[src/verilog/fsc_cfg.svh]
/*
  Constants for the flash converter strobe and capture controller:
  timing figures in their own units and the cycle counts derived from them.
  Assumes a single system clock at the rate given by FSC_CLK_PERIOD_NS.
*/
`ifndef FSC_CFG_SVH
`define FSC_CFG_SVH

// ==========================================================
// Clock
`define FSC_CLK_PERIOD_NS 100

// ==========================================================
// Converter timing figures
`define FSC_T_HIGH_MIN_NS 20
`define FSC_T_LOW_MIN_NS 40
`define FSC_T_PERIOD_MIN_PS 62500
`define FSC_T_VALID_NS 120
`define FSC_T_HOLD_NS 50
`define FSC_T_APERTURE_NS 20
`define FSC_T_FALL_PERIOD_NS 120
`define FSC_T_LAG_PERIOD_PS 71429

// ==========================================================
// Derived cycle counts, least times rounded up, never below one
`define FSC_CEIL_CYC(t) (((t) + `FSC_CLK_PERIOD_NS - 1) / `FSC_CLK_PERIOD_NS)
`define FSC_AT_LEAST1(x) (((x) < 1) ? 1 : (x))
`define FSC_HIGH_MIN_CYC `FSC_AT_LEAST1(`FSC_CEIL_CYC(`FSC_T_HIGH_MIN_NS))
`define FSC_LOW_MIN_CYC `FSC_AT_LEAST1(`FSC_CEIL_CYC(`FSC_T_LOW_MIN_NS))
`define FSC_PERIOD_MIN_CYC `FSC_AT_LEAST1(`FSC_CEIL_CYC((`FSC_T_PERIOD_MIN_PS + 999) / 1000))

// ==========================================================
// Capture modes
`define FSC_MODE_RISE_NEXT 2'h0
`define FSC_MODE_FALL_NEXT 2'h1
`define FSC_MODE_RISE_LAG 2'h2
`define FSC_MODE_TRIMMED 2'h3

// ==========================================================
// Pin idle level and full-scale code (outputs are pulled up when not driven)
`define FSC_DATA_IDLE 6'h3F
`define FSC_DATA_FULL 6'h3F

`endif

[src/verilog/fsc_pkg.sv]
/*
  Types shared by the strobe and capture controller.
  Assumes fsc_cfg.svh supplies the numeric constants.
*/
package fsc_pkg;

  // ==========================================================
  // Strobe generator states, Gray coded along idle-high-low
  typedef enum logic [1:0] {
    FSC_IDLE = 2'h0,
    FSC_HIGH = 2'h1,
    FSC_LOW = 2'h3
  } fsc_state_e;

  typedef logic [1:0] fsc_mode_t;

endpackage

[src/verilog/fsc_capture.sv]
/*
  Host-side controller for a 6-bit flash converter: generates the strobe
  with adjustable high and low phases, drives the output-disable pin, and
  captures the data word and below-range flag on a selectable strobe edge.
  Assumes the converter's open-collector outputs are pulled up outside, and
  that control inputs come from logic on CLK.
*/
`include "fsc_cfg.svh"

// Contract
// - Strobe high phase lasts at least 20 ns.
// - Strobe low phase lasts at least 40 ns.
// - Strobe stays low until the new encoded word reaches the latch.
// - Sampling rate stays at or below 16 million samples per second.
// - Word N may be invalid until 120 ns after its falling edge.
// - Word N may go invalid 50 ns after the next falling edge.
// - Low time over 120 ns: take word N on rising edge N+1.
// - Up to 8.3 MHz, word N may be taken on falling edge N+1.
// - Low time under 50 ns: take word N-1 on rising edge N+1.
// - Above 14 MHz the capture instant is trimmed per device.
// - Strobe duty cycle is adjustable near the maximum rate.
module fsc_capture #(
  parameter int CNT_W = 8,
  parameter int TRIM_W = 4,
  parameter int TAG_W = 8
) (
  // Clock and reset
  input wire logic CLK,
  input wire logic RESET,
  // Control from user logic
  input wire logic RUN,
  input wire logic [CNT_W-1:0] HIGH_CYCLES,
  input wire logic [CNT_W-1:0] LOW_CYCLES,
  input wire logic [1:0] CAPTURE_MODE,
  input wire logic [TRIM_W-1:0] CAPTURE_TRIM,
  input wire logic OUTPUT_ON,
  // Converter pins
  output logic STROBE,
  output logic OUT_DISABLE,
  input wire logic [5:0] DATA_PIN,
  input wire logic UNDER_N_PIN,
  // Captured word to user logic
  output logic [5:0] WORD,
  output logic BELOW_RANGE,
  output logic FULL_SCALE,
  output logic [TAG_W-1:0] WORD_TAG,
  output logic WORD_VALID,
  output logic TIMING_FAULT,
  output logic BUSY
);

  // ==========================================================
  // Pin synchroniser for the data bits and the below-range flag
  logic [6:0] pins_lvl;

  fsc_pin_sync #(
    .WIDTH(7),
    .IDLE(7'h7F)
  ) fsc_pin_sync_inst (
    .clk(CLK),
    .reset(RESET),
    .pin_in({UNDER_N_PIN, DATA_PIN}),
    .level_out(pins_lvl)
  );

  // ==========================================================
  // Phase lengths, clamped to the converter's least figures
  logic [CNT_W-1:0] high_len, low_len;
  logic [CNT_W:0] period_len;

  always_comb begin
    high_len = HIGH_CYCLES;
    low_len = LOW_CYCLES;
    if (high_len < CNT_W'(`FSC_HIGH_MIN_CYC)) begin
      high_len = CNT_W'(`FSC_HIGH_MIN_CYC);
    end
    if (low_len < CNT_W'(`FSC_LOW_MIN_CYC)) begin
      low_len = CNT_W'(`FSC_LOW_MIN_CYC);
    end
    period_len = {1'b0, high_len} + {1'b0, low_len};
    if (period_len < (CNT_W + 1)'(`FSC_PERIOD_MIN_CYC)) begin
      high_len = high_len + CNT_W'(1);
    end
  end

  // ==========================================================
  // Strobe generator; idles high so the comparators keep tracking
  fsc_pkg::fsc_state_e state_reg, state_next;
  logic [CNT_W-1:0] phase_reg, phase_next;
  logic strobe_reg, strobe_next;
  logic fall_evt, rise_evt;

  always_comb begin
    state_next = state_reg;
    phase_next = phase_reg;
    strobe_next = strobe_reg;
    fall_evt = 1'b0;
    rise_evt = 1'b0;
    case (state_reg)
      fsc_pkg::FSC_IDLE: begin
        strobe_next = 1'b1;
        if (RUN) begin
          state_next = fsc_pkg::FSC_HIGH;
          phase_next = CNT_W'(1);
        end
      end
      fsc_pkg::FSC_HIGH: begin
        // Hold high long enough for the comparators to settle
        if (phase_reg >= high_len) begin
          state_next = fsc_pkg::FSC_LOW;
          phase_next = CNT_W'(1);
          strobe_next = 1'b0;
          fall_evt = 1'b1;
        end else begin
          phase_next = phase_reg + CNT_W'(1);
        end
      end
      fsc_pkg::FSC_LOW: begin
        // No early rise: the rising edge latches the encoded word
        if (phase_reg >= low_len) begin
          state_next = RUN ? fsc_pkg::FSC_HIGH : fsc_pkg::FSC_IDLE;
          phase_next = CNT_W'(1);
          strobe_next = 1'b1;
          rise_evt = 1'b1;
        end else begin
          phase_next = phase_reg + CNT_W'(1);
        end
      end
      default: begin
        state_next = fsc_pkg::FSC_IDLE;
        phase_next = '0;
        strobe_next = 1'b1;
      end
    endcase
  end

  always_ff @(posedge CLK) begin
    if (RESET) begin
      state_reg <= fsc_pkg::FSC_IDLE;
      phase_reg <= '0;
      strobe_reg <= 1'b1;
    end else begin
      state_reg <= state_next;
      phase_reg <= phase_next;
      strobe_reg <= strobe_next;
    end
  end

  // ==========================================================
  // Sample numbering and edge selection
  // Tag names the sample whose word is taken at the chosen edge.
  logic [TAG_W-1:0] samp_reg, samp_next;
  logic arm_evt;
  logic [TAG_W-1:0] arm_tag;

  always_comb begin
    samp_next = samp_reg;
    if (fall_evt) begin
      samp_next = samp_reg + TAG_W'(1);
    end
    arm_evt = 1'b0;
    arm_tag = samp_reg - TAG_W'(1);
    case (CAPTURE_MODE)
      `FSC_MODE_RISE_NEXT: begin
        arm_evt = rise_evt;
      end
      `FSC_MODE_FALL_NEXT: begin
        arm_evt = fall_evt;
      end
      `FSC_MODE_RISE_LAG: begin
        arm_evt = rise_evt;
        arm_tag = samp_reg - TAG_W'(2);
      end
      `FSC_MODE_TRIMMED: begin
        arm_evt = fall_evt;
      end
      default: begin
        arm_evt = 1'b0;
      end
    endcase
  end

  // ==========================================================
  // Capture trim: a later edge restarts a pending capture
  logic pend_reg, pend_next;
  logic [TRIM_W-1:0] trim_reg, trim_next;
  logic [TAG_W-1:0] ptag_reg, ptag_next;
  logic take;

  always_comb begin
    pend_next = pend_reg;
    trim_next = trim_reg;
    ptag_next = ptag_reg;
    take = 1'b0;
    if (arm_evt) begin
      if (CAPTURE_TRIM == '0) begin
        take = 1'b1;
        pend_next = 1'b0;
      end else begin
        pend_next = 1'b1;
        trim_next = CAPTURE_TRIM;
      end
      ptag_next = arm_tag;
    end else if (pend_reg) begin
      if (trim_reg == TRIM_W'(1)) begin
        take = 1'b1;
        pend_next = 1'b0;
      end
      trim_next = trim_reg - TRIM_W'(1);
    end
  end

  always_ff @(posedge CLK) begin
    if (RESET) begin
      samp_reg <= '0;
      pend_reg <= 1'b0;
      trim_reg <= '0;
      ptag_reg <= '0;
    end else begin
      samp_reg <= samp_next;
      pend_reg <= pend_next;
      trim_reg <= trim_next;
      ptag_reg <= ptag_next;
    end
  end

  // ==========================================================
  // Capture register; data and flag always from the same edge
  logic [5:0] word_reg, word_next;
  logic below_reg, below_next;
  logic full_reg, full_next;
  logic [TAG_W-1:0] tag_reg, tag_next;
  logic valid_reg, valid_next;
  logic [TAG_W-1:0] take_tag;

  always_comb begin
    take_tag = (arm_evt) ? arm_tag : ptag_reg;
    word_next = word_reg;
    below_next = below_reg;
    full_next = full_reg;
    tag_next = tag_reg;
    valid_next = take;
    if (take) begin
      word_next = pins_lvl[5:0];
      // Flag is active low on the pin; data reads pulled up then
      below_next = ~pins_lvl[6];
      // Below range also shows all ones, so flag the full code only with the flag pin high
      full_next = pins_lvl[6] && (pins_lvl[5:0] == `FSC_DATA_FULL);
      tag_next = take_tag;
    end
  end

  always_ff @(posedge CLK) begin
    if (RESET) begin
      word_reg <= '0;
      below_reg <= 1'b0;
      full_reg <= 1'b0;
      tag_reg <= '0;
      valid_reg <= 1'b0;
    end else begin
      word_reg <= word_next;
      below_reg <= below_next;
      full_reg <= full_next;
      tag_reg <= tag_next;
      valid_reg <= valid_next;
    end
  end

  // ==========================================================
  // Timing check of the chosen capture scheme, in nanoseconds (picoseconds for the lagged scheme's period)
  // Widened products keep large phase counts from wrapping.
  logic fault_reg, fault_next;
  logic [31:0] low_ns, per_ns, per_ps;
  logic dis_reg, dis_next;

  always_comb begin
    low_ns = 32'(low_len) * 32'(`FSC_CLK_PERIOD_NS);
    per_ns = (32'(high_len) + 32'(low_len)) * 32'(`FSC_CLK_PERIOD_NS);
    per_ps = per_ns * 32'h0000_03E8;
    case (CAPTURE_MODE)
      `FSC_MODE_RISE_NEXT: begin
        fault_next = (low_ns <= 32'(`FSC_T_VALID_NS));
      end
      `FSC_MODE_FALL_NEXT: begin
        fault_next = (per_ns < 32'(`FSC_T_FALL_PERIOD_NS));
      end
      `FSC_MODE_RISE_LAG: begin
        fault_next = (low_ns >= 32'(`FSC_T_HOLD_NS)) ||
                     (per_ps < 32'(`FSC_T_LAG_PERIOD_PS));
      end
      default: begin
        fault_next = 1'b0;
      end
    endcase
    // Disable pin high turns the converter's data drivers off
    dis_next = ~OUTPUT_ON;
  end

  always_ff @(posedge CLK) begin
    if (RESET) begin
      fault_reg <= 1'b0;
      dis_reg <= 1'b0;
    end else begin
      fault_reg <= fault_next;
      dis_reg <= dis_next;
    end
  end

  // ==========================================================
  // Outputs, each straight from a flip-flop
  assign STROBE = strobe_reg;
  assign OUT_DISABLE = dis_reg;
  assign WORD = word_reg;
  assign BELOW_RANGE = below_reg;
  assign FULL_SCALE = full_reg;
  assign WORD_TAG = tag_reg;
  assign WORD_VALID = valid_reg;
  assign TIMING_FAULT = fault_reg;
  assign BUSY = pend_reg;

endmodule

[src/verilog/fsc_pin_sync.sv]
/*
  Three-stage synchroniser for a group of pin inputs.
  A bit's filtered value changes only once stages two and three agree.
  Assumes one clock and a synchronous active-high reset.
*/
module fsc_pin_sync #(
  parameter int WIDTH = 7,
  parameter logic [WIDTH-1:0] IDLE = '1
) (
  // Clock and reset
  input wire logic clk,
  input wire logic reset,
  // Pins and filtered result
  input wire logic [WIDTH-1:0] pin_in,
  output logic [WIDTH-1:0] level_out
);

  logic [WIDTH-1:0] s1_reg, s2_reg, s3_reg, lvl_reg;
  logic [WIDTH-1:0] s1_next, s2_next, s3_next, lvl_next;

  // ==========================================================
  // Per-bit filter; stage one feeds only stage two
  genvar gi;
  generate
    for (gi = 0; gi < WIDTH; gi++) begin : g_bit
      always_comb begin
        s1_next[gi] = pin_in[gi];
        s2_next[gi] = s1_reg[gi];
        s3_next[gi] = s2_reg[gi];
        lvl_next[gi] = (s2_reg[gi] == s3_reg[gi]) ? s3_reg[gi] : lvl_reg[gi];
      end
    end
  endgenerate

  // Registers only
  always_ff @(posedge clk) begin
    if (reset) begin
      s1_reg <= IDLE;
      s2_reg <= IDLE;
      s3_reg <= IDLE;
      lvl_reg <= IDLE;
    end else begin
      s1_reg <= s1_next;
      s2_reg <= s2_next;
      s3_reg <= s3_next;
      lvl_reg <= lvl_next;
    end
  end

  assign level_out = lvl_reg;

endmodule

[config.mk]
export PLATFORM = sky130hd
export DESIGN_NAME = fsc_capture
export DESIGN_NICKNAME = d
export VERILOG_FILES = /design/src/verilog/fsc_pkg.sv /design/src/verilog/fsc_capture.sv /design/src/verilog/fsc_pin_sync.sv
export VERILOG_INCLUDE_DIRS = /design/src /design/src/verilog
export SDC_FILE = /design/constraint.sdc
export NUM_CORES = 1
export LEC_CHECK = 0
export BUFFER_PORTS_ARGS = -buffer_cell sky130_fd_sc_hd__buf_2
export CAP_MARGIN = 5
export CORE_ASPECT_RATIO = 0.7
export CORE_MARGIN = 2
export CORE_UTILIZATION = 45
export DETAILED_ROUTE_END_ITERATION = 10
export PLACE_DENSITY_LB_ADDON = 0.05
export SKIP_CTS_REPAIR_TIMING = 1
export SYNTH_ARGS = -nofsm -noshare
export SYNTH_HDL_FRONTEND = slang
export SYNTH_SLANG_ARGS = --single-unit
[constraint.sdc]
create_clock -name CLK -period 15.1 [get_ports CLK]
set_input_delay 3.02 -clock CLK [delete_from_list [all_inputs] [get_ports CLK]]
set_output_delay 3.02 -clock CLK [all_outputs]
set_load 0.03 [all_outputs]
### Yosys cells after proc, flatten, opt, wreduce, memory -nomap -nowiden

Index checks and enable logic that the tools add are counted.

| word-level totals | value |
|---|---|
| flip-flop bits (word level) | 79 |
| logic and storage cells | 109 |
| output and inout port bits | 21 |

| cells by class | value |
|---|---|
| $lt $le $gt $ge | 9 |
| add/sub/neg operators | 8 |
| equality and inequality tests | 18 |
| bitwise operators | 2 |
| multipliers | 3 |
| multiplexer cells | 34 |
| reductions and logical operators | 11 |

Operator list:

| operator | count |
|---|---|
| two-way mux 8 bit | 8 |
| less-than comparator 26 x 17 -> 1 bit, second input constant | 1 |
| adder 8 x 1 -> 8 bit, second input constant | 3 |
| case mux 8 bit (3 select lines) | 1 |
| multiplier 14 x 7 -> 21 bit, second input constant | 1 |
| adder 8 x 8 -> 9 bit | 2 |
| greater-or-equal comparator 8 bit | 2 |
| less-than comparator 16 x 7 -> 1 bit, second input constant | 1 |
| less-than comparator 8 x 1 -> 1 bit, second input constant | 2 |
| greater-or-equal comparator 15 x 6 -> 1 bit, second input constant | 1 |
| less-or-equal comparator 15 x 7 -> 1 bit, second input constant | 1 |
| two-way mux 1 bit | 15 |
| multiplier 9 x 5 -> 14 bit, second input constant | 1 |
| multiplier 8 x 5 -> 13 bit, second input constant | 1 |
| two-way mux 4 bit | 3 |
| less-than comparator 9 x 1 -> 1 bit, second input constant | 1 |
| inequality test 2 bit, second input constant | 4 |
| subtractor 8 x 1 -> 8 bit, second input constant | 1 |
| subtractor 8 x 2 -> 8 bit, second input constant | 1 |
| == test 1 bit | 7 |
| == test 2 bit, second input constant | 3 |
| == test 6 bit, second input constant | 1 |
| two-way mux 2 bit | 3 |
| case mux 2 bit (3 select lines) | 1 |
| other kinds (14) | 20 |

### Longest topological paths before layout

Gate-level depths: netlist of run 1.

| logic depth | value |
|---|---|
| depth after elaboration | 11 |
| depth in mapped cells | 49 |
| gate-level depth less buffers | 48 |

### By module

From an unflattened synthesis of run 1, not the netlist that was laid out.

| unflattened totals | value |
|---|---|
| cells, all modules | 993 |
| area total of the unflattened synthesis | 8515.7 um^2 |

Modules (own cells, without submodules):

| module | cells each | area each (um^2) | times used | seq. area each (um^2) |
|---|---|---|---|---|
| fsc_capture | 921 | 7687.4 | 1 | 1021.0 |
| fsc_pin_sync | 72 | 828.3 | 1 | 560.5 |

### Worst setup path before layout of run 1

No wires, ideal clock.

| path | value |
|---|---|
| path kind | input -> register |
| from | input port LOW_CYCLES[4] |
| to | register fault_reg, in the netlist TIMING_FAULT |
| stages on the path | 43 |
| arrival | 13716 ps |
| path slack | 1289 ps |
| library setup time | 96 ps |
| cells stage by stage | clkbuf_1 nor3_1 nand4_1 nand2b_1 ha_1 fa_1 a21o_1 maj3_1 nor4bb_1 nor4_1 nand2_1 nor3_1 mux2_2 ha_1 a21o_1 a21oi_1 o21bai_1 maj3_1 (+7 left out) a21boi_0 o31a_1 nor3_2 xnor2_1 fa_1 fa_1 fa_1 inv_1 ha_1 clkbuf_1 and3b_1 a221oi_1 o2111ai_1 nor4_1 nand3_1 or4_1 o311a_1 o41ai_2 |

| between the ends | value |
|---|---|
| longest elaborated chain between the ends | 11 |
| elaborated cells between the ends (all ways) | 15 |

Ends and longest elaborated chain:

| what | RTL line | RTL |
|---|---|---|
| from (decl) | fsc_capture.sv:33 | `input wire logic [CNT_W-1:0] LOW_CYCLES,` |
| less-than comparator 8 x 1 -> 1 bit | fsc_capture.sv:77 | `` if (low_len < CNT_W'(`FSC_LOW_MIN_CYC)) begin `` |
| two-way mux 8 bit (*) | fsc_capture.sv:77 |  |
| adder 8 x 8 -> 9 bit | fsc_capture.sv:80 | `period_len = {1'b0, high_len} + {1'b0, low_len};` |
| less-than comparator 9 x 1 -> 1 bit | fsc_capture.sv:81 | `` if (period_len < (CNT_W + 1)'(`FSC_PERIOD_MIN_CYC)) begin `` |
| two-way mux 8 bit | fsc_capture.sv:81 |  |
| adder 8 x 8 -> 9 bit | fsc_capture.sv:278 | `` per_ns = (32'(high_len) + 32'(low_len)) * 32'(`FSC_CLK_PERIOD_NS); `` |
| multiplier 9 x 5 -> 14 bit | fsc_capture.sv:278 |  |
| multiplier 14 x 7 -> 21 bit | fsc_capture.sv:279 | `per_ps = per_ns * 32'h0000_03E8;` |
| less-than comparator 26 x 17 -> 1 bit | fsc_capture.sv:289 | `` (per_ps < 32'(`FSC_T_LAG_PERIOD_PS)); `` |
| logical OR 1 bit | fsc_capture.sv:288 | `` fault_next = (low_ns >= 32'(`FSC_T_HOLD_NS)) \|\| `` |
| case mux 1 bit (3 select lines) (*) | fsc_capture.sv:280 | `case (CAPTURE_MODE)` |
| to (signal assigned) | fsc_capture.sv:304 | `fault_reg <= fault_next;` |
| to (decl) | fsc_capture.sv:272 | `logic fault_reg, fault_next;` |

Every way passes the cells marked *; elsewhere a longest branch is shown, timed or not.
A chain may end at the register's enable or synchronous reset.

### Final worst setup path of run 1

| path | value |
|---|---|
| from | input port LOW_CYCLES[6] |
| to | register fault_reg, in the netlist TIMING_FAULT |

Same word-level chain as after synthesis.

==> flow_summary.toml, run 1 <==
[clock_network]
cts_buffers = 9
clk_pin_slew_ns = 0.06
clock-sinks = 79
htree_levels = 3
cts_tree = "yes"
clk_latency_ns = 0.34
max-clock-path-buffers = 2
cts_root_buffer = "clkbuf_16"

[global_routing]
antenna_found_initial = 0
grt_pass1_wl_um = 31900
grt_remaining_overflow = 0
grt_pass1_vias = 6366
grt_max_degree = 77
grt_usage = 0.195

[synthesis]
syn_nets = 1208
ys_async_sr_fraction = 0
synth_area_sq_um = 8390
yosys_warnings = 0
ys.flop_type = "dfxtp_1"
ys_seq_area_frac = 0.188
ys_types = 65
synth_edf_count = 0
syn_avg_cell_area_sq_um = 8.57
ys_ff_latch = 79
syn_inst = 979

[final_layout]
fin_area_sq_um = 9200
postLayoutCoreUtil = 0.507
fillCellCount = 1762
mostFrequentLayoutCell = "ha_1"
diodes = 0
final_cell_mix = "ha_1, inv_1, dfxtp_1"
syn_to_final_growth_pct = 9.63
drive_gt1_frac = 0.119
nNetsFinal = 1243

[placement]
place_congestion = 0.843
port_buffers = 53
placed_area_sq_um = 8870
place_hpwl_um = 14800

[routing]
ant_nets = 0
vias = 6660
wire_per_inst_um = 14.5
first_iter_violations = 427
totalWireLength_um = 18300
via_per_inst = 5.31
first_pass_iters = 8
drc = 3

[sta]
max_freq_ghz = 0.0709
hold_ws_ns = 0.407
worst_slew_pin_slew_ns = 0.951
finClkSkew_ns = 0.00714
fin_setup_tns_ns = 0
period_minus_slack_ns = 14.10
setup_violations = 0
hold_viol = 0
relSlewSlack = 0.363
slew_viol_final = 0
finalCritPeriodShare = 0.934

[worst_setup_path]
r2r_setup_slack_ns = 11.66
r2r-end = "WORD_TAG[4]$_SDFFE_PP0P_"
arrival_ns = 14.34
worstSetupPathType = "in -> reg"
cp_common_cell = "ha_1"
worstSetupStartpointType = "input port"
cp_slowest_stage_delay_ns = 0.57
cp_slowest_cell = "fa_1"
path_max_fanout = 8
end_kind = "register"
reg2reg_from = "phase_reg[5]$_SDFFE_PP0N_"
cp_data_required_time_ns = 15.34
reg2reg_depth = 8

[hold_path]
hold_class = "reg -> reg"
min_path_cells = 1
min-delay-start = "fsc_pin_sync_inst.s1_reg[2]$_SDFF_PP1_"
min_to = "fsc_pin_sync_inst.s2_reg[2]$_SDFF_PP1_"

[die]
num_io_pins = 54
die_area_sq_um = 19800
initial_core_util = 0.462
rows = 41
core_area_sq_um = 18200
die_width_um = 167
dieHeight_um = 118

[outcome]
status = "finished, violations left"
violations = "design-rule violations"

[job]
cap_violations = 0
layer usage:
layer	up-vias	track usage	part of all wire
li1	3455	-	-
met1	3102	0.319	0.58
met4	0	0.0250	0.0041
met2	96	0.261	0.37
met3	7	0.0409	0.044
met5	-	0	0
stage by stage:
step | setup WS [ns] | std cells
detailed placement | 0.481 | 1239
global route | -0.00668 | 1255
global placement | 0.658 | 1239
CTS | 0.810 | 1255
floorplan | 1.29 | 979
finish | 0.998 | 1255
synthesized netlist by cell type, drive strengths merged, types with 4 or more instances:
cell type / instances / area (sq um)
o21a: 5 / 37.5
nand2: 41 / 154
a2111oi: 4 / 35.0
or2: 24 / 150
nand4: 13 / 81.3
nand3b: 4 / 30.0
nor2: 57 / 214
fa: 49 / 981
xnor2: 32 / 280
inv: 126 / 473
o211ai: 4 / 30.0
nor4: 8 / 50.1
nor2b: 11 / 68.8
or3: 10 / 67.6
a31oi: 13 / 111
o221a: 6 / 67.6
nor3b: 6 / 45.0
a21oi: 63 / 319
nand2b: 11 / 68.8
nor3: 17 / 90.1
mux2i: 7 / 70.1
o21bai: 12 / 90.1
and3: 5 / 31.3
a22oi: 5 / 37.5
nand3: 35 / 175
a211oi: 9 / 67.6
xor2: 22 / 193
a21o: 21 / 158
and2: 8 / 50.1
buf: 5 / 23.8
dfxtp: 79 / 1580
o21ai: 47 / 235
clkbuf: 33 / 124
ha: 147 / 1840
cell type report:
| class | instances | area (sq um) | area share |
|---|---|---|---|
| multi-input cells | 736 | 6210 | 0.675 |
| flip-flops and latches | 79 | 1580 | 0.172 |
| repair buffers | 62 | 333 | 0.0362 |
| well taps | 236 | 295 | 0.0321 |
| clock inverters | 7 | 86.3 | 0.00938 |
| clock buffers | 9 | 225 | 0.0245 |
| inverters | 126 | 473 | 0.0514 |
worst max-delay path, delay by kind of cell:
kind                     cells  cell delay (ns)
adder cells (fa/ha/maj)     14             5.26
AND/OR/NAND/NOR             11             2.40
AO/OA/AOI/OAI               10             2.11
buffers and inverters        7             0.64
XOR/XNOR                     2             0.50
multiplexers                 1             0.39
worst max path at each step:
| stage | from | to | slack [ns] |
|---|---|---|---|
| after floorplan | LOW_CYCLES[4] | TIMING_FAULT$_SDFF_PP0_ | 1.29 |
| after global placement | LOW_CYCLES[6] | TIMING_FAULT$_SDFF_PP0_ | 0.66 |
| after CTS | LOW_CYCLES[6] | TIMING_FAULT$_SDFF_PP0_ | 0.81 |
| final | LOW_CYCLES[6] | TIMING_FAULT$_SDFF_PP0_ | 1.0 |
| after detailed placement | LOW_CYCLES[6] | TIMING_FAULT$_SDFF_PP0_ | 0.48 |
| after global routing | LOW_CYCLES[6] | TIMING_FAULT$_SDFF_PP0_ | -0.007 |
kinds of logic after synthesis:
family,Yosys count,share of synthesized area
fa+ha+maj,199,0.340
compound gates,215,0.170
simple gates,260,0.162
flops,79,0.188
xor+xnor,54,0.0563
buf+inv,164,0.0739
mux,8,0.00969
Power of run 1 is not shown: default switching activity piles up to over one toggle a cycle in this logic, so the estimate is an artifact.
==> run 2: changes to the inputs <==
ABC_AREA = 1   (was not set)
==> flow_summary.toml, run 2 <==
[synthesis]
synth_area_sq_um = 8600
synth.most_common_cell = "inv_1"
yosys-top-cells-area = "ha_1, dfxtp_1, fa_1"
syn_avg_cell_area_sq_um = 7.31
synth.top_cells.by_count = "inv_1, nand2_1, ha_1"
ys_async_sr_fraction = 0
synth_edf_count = 0
synth-adder-area-share = 0.328
ys.flop_type = "dfxtp_1"
yosys.area_share.simple = 0.226
yosys_warnings = 0
synth_compound_area_frac = 0.106
synth_top_family_by_area = "adder cells"
syn_nets = 1405
ys_seq_area_frac = 0.184
synth_top_area_share = 0.214
ys_types = 39
syn_inst = 1176
ys_ff_latch = 79
synth_xor_area_frac = 0.0438
muxShareOfSynthArea = 0
synth_largest_area_cell = "ha_1"

[global_routing]
grt_remaining_overflow = 0
grt_pass1_vias = 6688
grt_pass1_wl_um = 32600
grt_max_degree = 57
antenna_found_initial = 0
grt_usage = 0.197

[worst_setup_path]
path_max_fanout = 7
cp_common_cell = "nand2_1"
end_kind = "register"
arrival_ns = 13.48
worstSetupPathType = "in -> reg"
cp_data_required_time_ns = 15.35
cp_slowest_stage_delay_ns = 0.53
worstSetupStartpointType = "input port"
cp_slowest_cell = "fa_1"

[die]
die_width_um = 169
die_area_sq_um = 20200
initial_core_util = 0.457
dieHeight_um = 120
num_io_pins = 54
rows = 42
core_area_sq_um = 18800

[sta]
max_freq_ghz = 0.0756
setup_slack_ns = 1.87
worst_slew_pin_slew_ns = 0.941
period_minus_slack_ns = 13.23
setup_violations = 0
hold_ws_ns = 0.408
finalCritPeriodShare = 0.876
finClkSkew_ns = 0.00455
fin_setup_tns_ns = 0
hold_viol = 0
slew_viol_final = 0
rsz0062_at_grt = "no"
relSlewSlack = 0.373

[routing]
first_iter_violations = 434
via_per_inst = 4.86
first_pass_iters = 7
vias = 7111
drc = 0
wire_per_inst_um = 12.8
totalWireLength_um = 18700
ant_nets = 0

[clock_network]
cts_root_buffer = "clkbuf_16"
cts_buffers = 9
clk_pin_slew_ns = 0.06
clk_latency_ns = 0.33
htree_levels = 3
max-clock-path-buffers = 2
clock-sinks = 79
cts_tree = "yes"

[final_layout]
mostFrequentLayoutCell = "inv_1"
layoutNonFillerInstCount = 1463
drive_gt1_frac = 0.0917
diodes = 0
nNetsFinal = 1445
fillCellCount = 1906
final_cell_mix = "inv_1, nand2_1, ha_1"
syn_to_final_growth_pct = 9.21

[outcome]
status = "completed"

[placement]
place_hpwl_um = 16000
pre_cts_slack_ns = 1.62
port_buffers = 53
place_inst = 1447
place_congestion = 0.894

[hold_path]
hold_class = "reg -> reg"

[job]
cap_violations = 0
==> run 2: cell types whose count changed after synthesis, sizes merged, moves of 11 or more <==
cell,delta
nand2b,-11
nor2,+35
nor2b,-11
nand3,+13
xnor2,-19
nand2,+185
a21o,-18
inv,+104
==> run 2: kinds of logic after synthesis <==
kind of cell / after synthesis
flops: 79
xor+xnor: 43
fa+ha+maj: 196
compound gates: 162
buf+inv: 256
simple gates: 440
==> run 2: layer usage <==
| layer | global-route usage | part of all wire | vias to the layer above |
|---|---|---|---|
| met3 | 0.0267 | 0.037 | 8 |
| met5 | 0 | 0 | - |
| met1 | 0.313 | 0.56 | 3151 |
| met2 | 0.292 | 0.40 | 124 |
| met4 | 0.0192 | 0.0030 | 0 |
| li1 | - | - | 3828 |
==> run 2: critical path, delay by kind of cell <==
kind / cells / cell delay (ns)
adders and majority gates: 13 / 4.55
and+or+nand+nor: 30 / 3.14
AOI/OAI and AO/OA: 6 / 1.15
xor gates and xnor gates: 3 / 0.89
buffers and inverters: 10 / 0.69
==> run 2: final timing paths <==
path         depth (start not counted)  slack, ns                              startpoint                                      to
min reg2reg                          1       0.41  fsc_pin_sync_inst.s1_reg[6]$_SDFF_PP1_  fsc_pin_sync_inst.s2_reg[6]$_SDFF_PP1_
min                                  1       0.41  fsc_pin_sync_inst.s1_reg[6]$_SDFF_PP1_  fsc_pin_sync_inst.s2_reg[6]$_SDFF_PP1_
max reg2reg                         12      12.11               phase_reg[5]$_SDFFE_PP0N_                WORD_TAG[5]$_SDFFE_PP0P_
max                                 62       1.87                           LOW_CYCLES[6]                 TIMING_FAULT$_SDFF_PP0_
==> run 2: cell type report <==
type	instances	area [sq um]	area share
Clock buffer	10	239	0.0254
Clock inverter	6	73.8	0.00786
Inverter	230	863	0.0919
Multi-Input combinational cell	841	6050	0.644
Sequential cell	79	1580	0.168
Tap cell	242	303	0.0322
Timing Repair Buffer	55	280	0.0298
==> run 2: metrics by stage <==
step / utilization / area (sq um)
2_1_floorplan: - / 8600
3_3_place_gp: 0.483 / 9080
3_5_place_dp: 0.483 / 9080
4_1_cts: 0.499 / 9390
5_1_grt: 0.499 / 9390
6_report: 0.499 / 9390
Power of run 2 is left out for the same reason.
==> run 3: changes to the inputs <==
CAP_MARGIN = 20   (was 5)
CORE_ASPECT_RATIO = not set   (was 0.7)
==> flow_summary.toml, run 3 (synthesis gave the netlist of run 2 again) <==
[outcome]
status = "completed"

[sta]
hold_viol = 0
slew_viol_final = 0
fin_setup_tns_ns = 0
rsz0062_at_grt = "no"
worst_slew_pin_slew_ns = 0.781
relSlewSlack = 0.478
setup_violations = 0
setup_slack_ns = 1.95
max_freq_ghz = 0.0761
period_minus_slack_ns = 13.15
finalCritPeriodShare = 0.871
finClkSkew_ns = 0.00550

[clock_network]
max-clock-path-buffers = 2
htree_levels = 3
cts_tree = "yes"
cts_root_buffer = "clkbuf_16"
cts_buffers = 9
clk_latency_ns = 0.33
clock-sinks = 79
clk_pin_slew_ns = 0.06

[final_layout]
diodes = 0
final_cell_mix = "inv_1, nand2_1, ha_1"
mostFrequentLayoutCell = "inv_1"
fillCellCount = 1924
nNetsFinal = 1445
drive_gt1_frac = 0.0917
syn_to_final_growth_pct = 9.01

[placement]
port_buffers = 53
place_hpwl_um = 15700
place_congestion = 0.826
pre_cts_slack_ns = 1.59

[global_routing]
grt_usage = 0.199
grt_pass1_vias = 6946
grt_pass1_wl_um = 32700
grt_remaining_overflow = 0
antenna_found_initial = 0
grt_max_degree = 57

[worst_setup_path]
path_max_fanout = 7
arrival_ns = 13.41
cp_slowest_cell = "fa_1"
r2r_setup_slack_ns = 11.89
end_kind = "register"
worstSetupPathType = "in -> reg"
cp_slowest_stage_delay_ns = 0.57
worstSetupStartpointType = "input port"
cp_data_required_time_ns = 15.36
cp_common_cell = "nand2_1"

[routing]
vias = 7089
wire_per_inst_um = 12.8
first_pass_iters = 5
via_per_inst = 4.87
first_iter_violations = 338
drc = 0
ant_nets = 0
totalWireLength_um = 18600

[die]
dieHeight_um = 142
core_area_sq_um = 18700
initial_core_util = 0.460
die_width_um = 142
rows = 50
die_area_sq_um = 20200
num_io_pins = 54

[job]
cap_violations = 0

[hold_path]
hold_class = "reg -> reg"
-- run 3: changes by cell type in the layout (fill, tap and decap cells not counted) --
cell        change
inv_8           +1
clkinv_4        +1
clkinv_2        +1
clkinvlp_4      +1
inv_6           -3
clkbuf_8        -1
-- run 3: stage by stage --
step                      hold slack, ns  instances  utilization  cell area, sq um
after detailed placement           0.393       1439        0.485              9070
after global placement             0.391       1439        0.485              9070
after global routing               0.420       1455        0.501              9370
after CTS                          0.409       1455        0.501              9370
final                              0.408       1455        0.501              9370
after floorplan                    0.389       1176            -              8600
-- run 3: critical path, delay by kind of cell --
family	cells	cell delay (ns)
fa+ha+maj	12	4.40
xor+xnor	2	0.67
buf+inv	8	0.75
simple gates	25	2.47
compound gates	11	2.06
-- run 3: layout make-up --
cell class	count	area [sq um]	share of cell area
sequential	79	1580	0.169
clock inverter	7	80.1	0.00854
tap	234	293	0.0312
timing repair buffer	55	280	0.0299
multi-input combinational	841	6050	0.645
clock buffer	9	225	0.0240
inverter	230	863	0.0921
-- run 3: worst paths after layout --
| kind | depth (start not counted) | startpoint | end |
|---|---|---|---|
| max | 58 | LOW_CYCLES[6] | TIMING_FAULT$_SDFF_PP0_ |
| min | 1 | fsc_pin_sync_inst.s1_reg[0]$_SDFF_PP1_ | fsc_pin_sync_inst.s2_reg[0]$_SDFF_PP1_ |
| max reg2reg | 12 | phase_reg[5]$_SDFFE_PP0N_ | WORD_TAG[5]$_SDFFE_PP0P_ |
| min reg2reg | 1 | fsc_pin_sync_inst.s1_reg[0]$_SDFF_PP1_ | fsc_pin_sync_inst.s2_reg[0]$_SDFF_PP1_ |
-- run 3: per-layer routing --
metal  global-route usage  vias up  wire [um]  share of wire
li1                     -     3821          -              -
met1                0.286     3168       9660           0.52
met2                0.329       89       8320           0.45
met3               0.0172       11        464          0.025
met4               0.0353        0        160         0.0086
met5                    0        -          0              0
Power of run 3 is left out for the same reason.
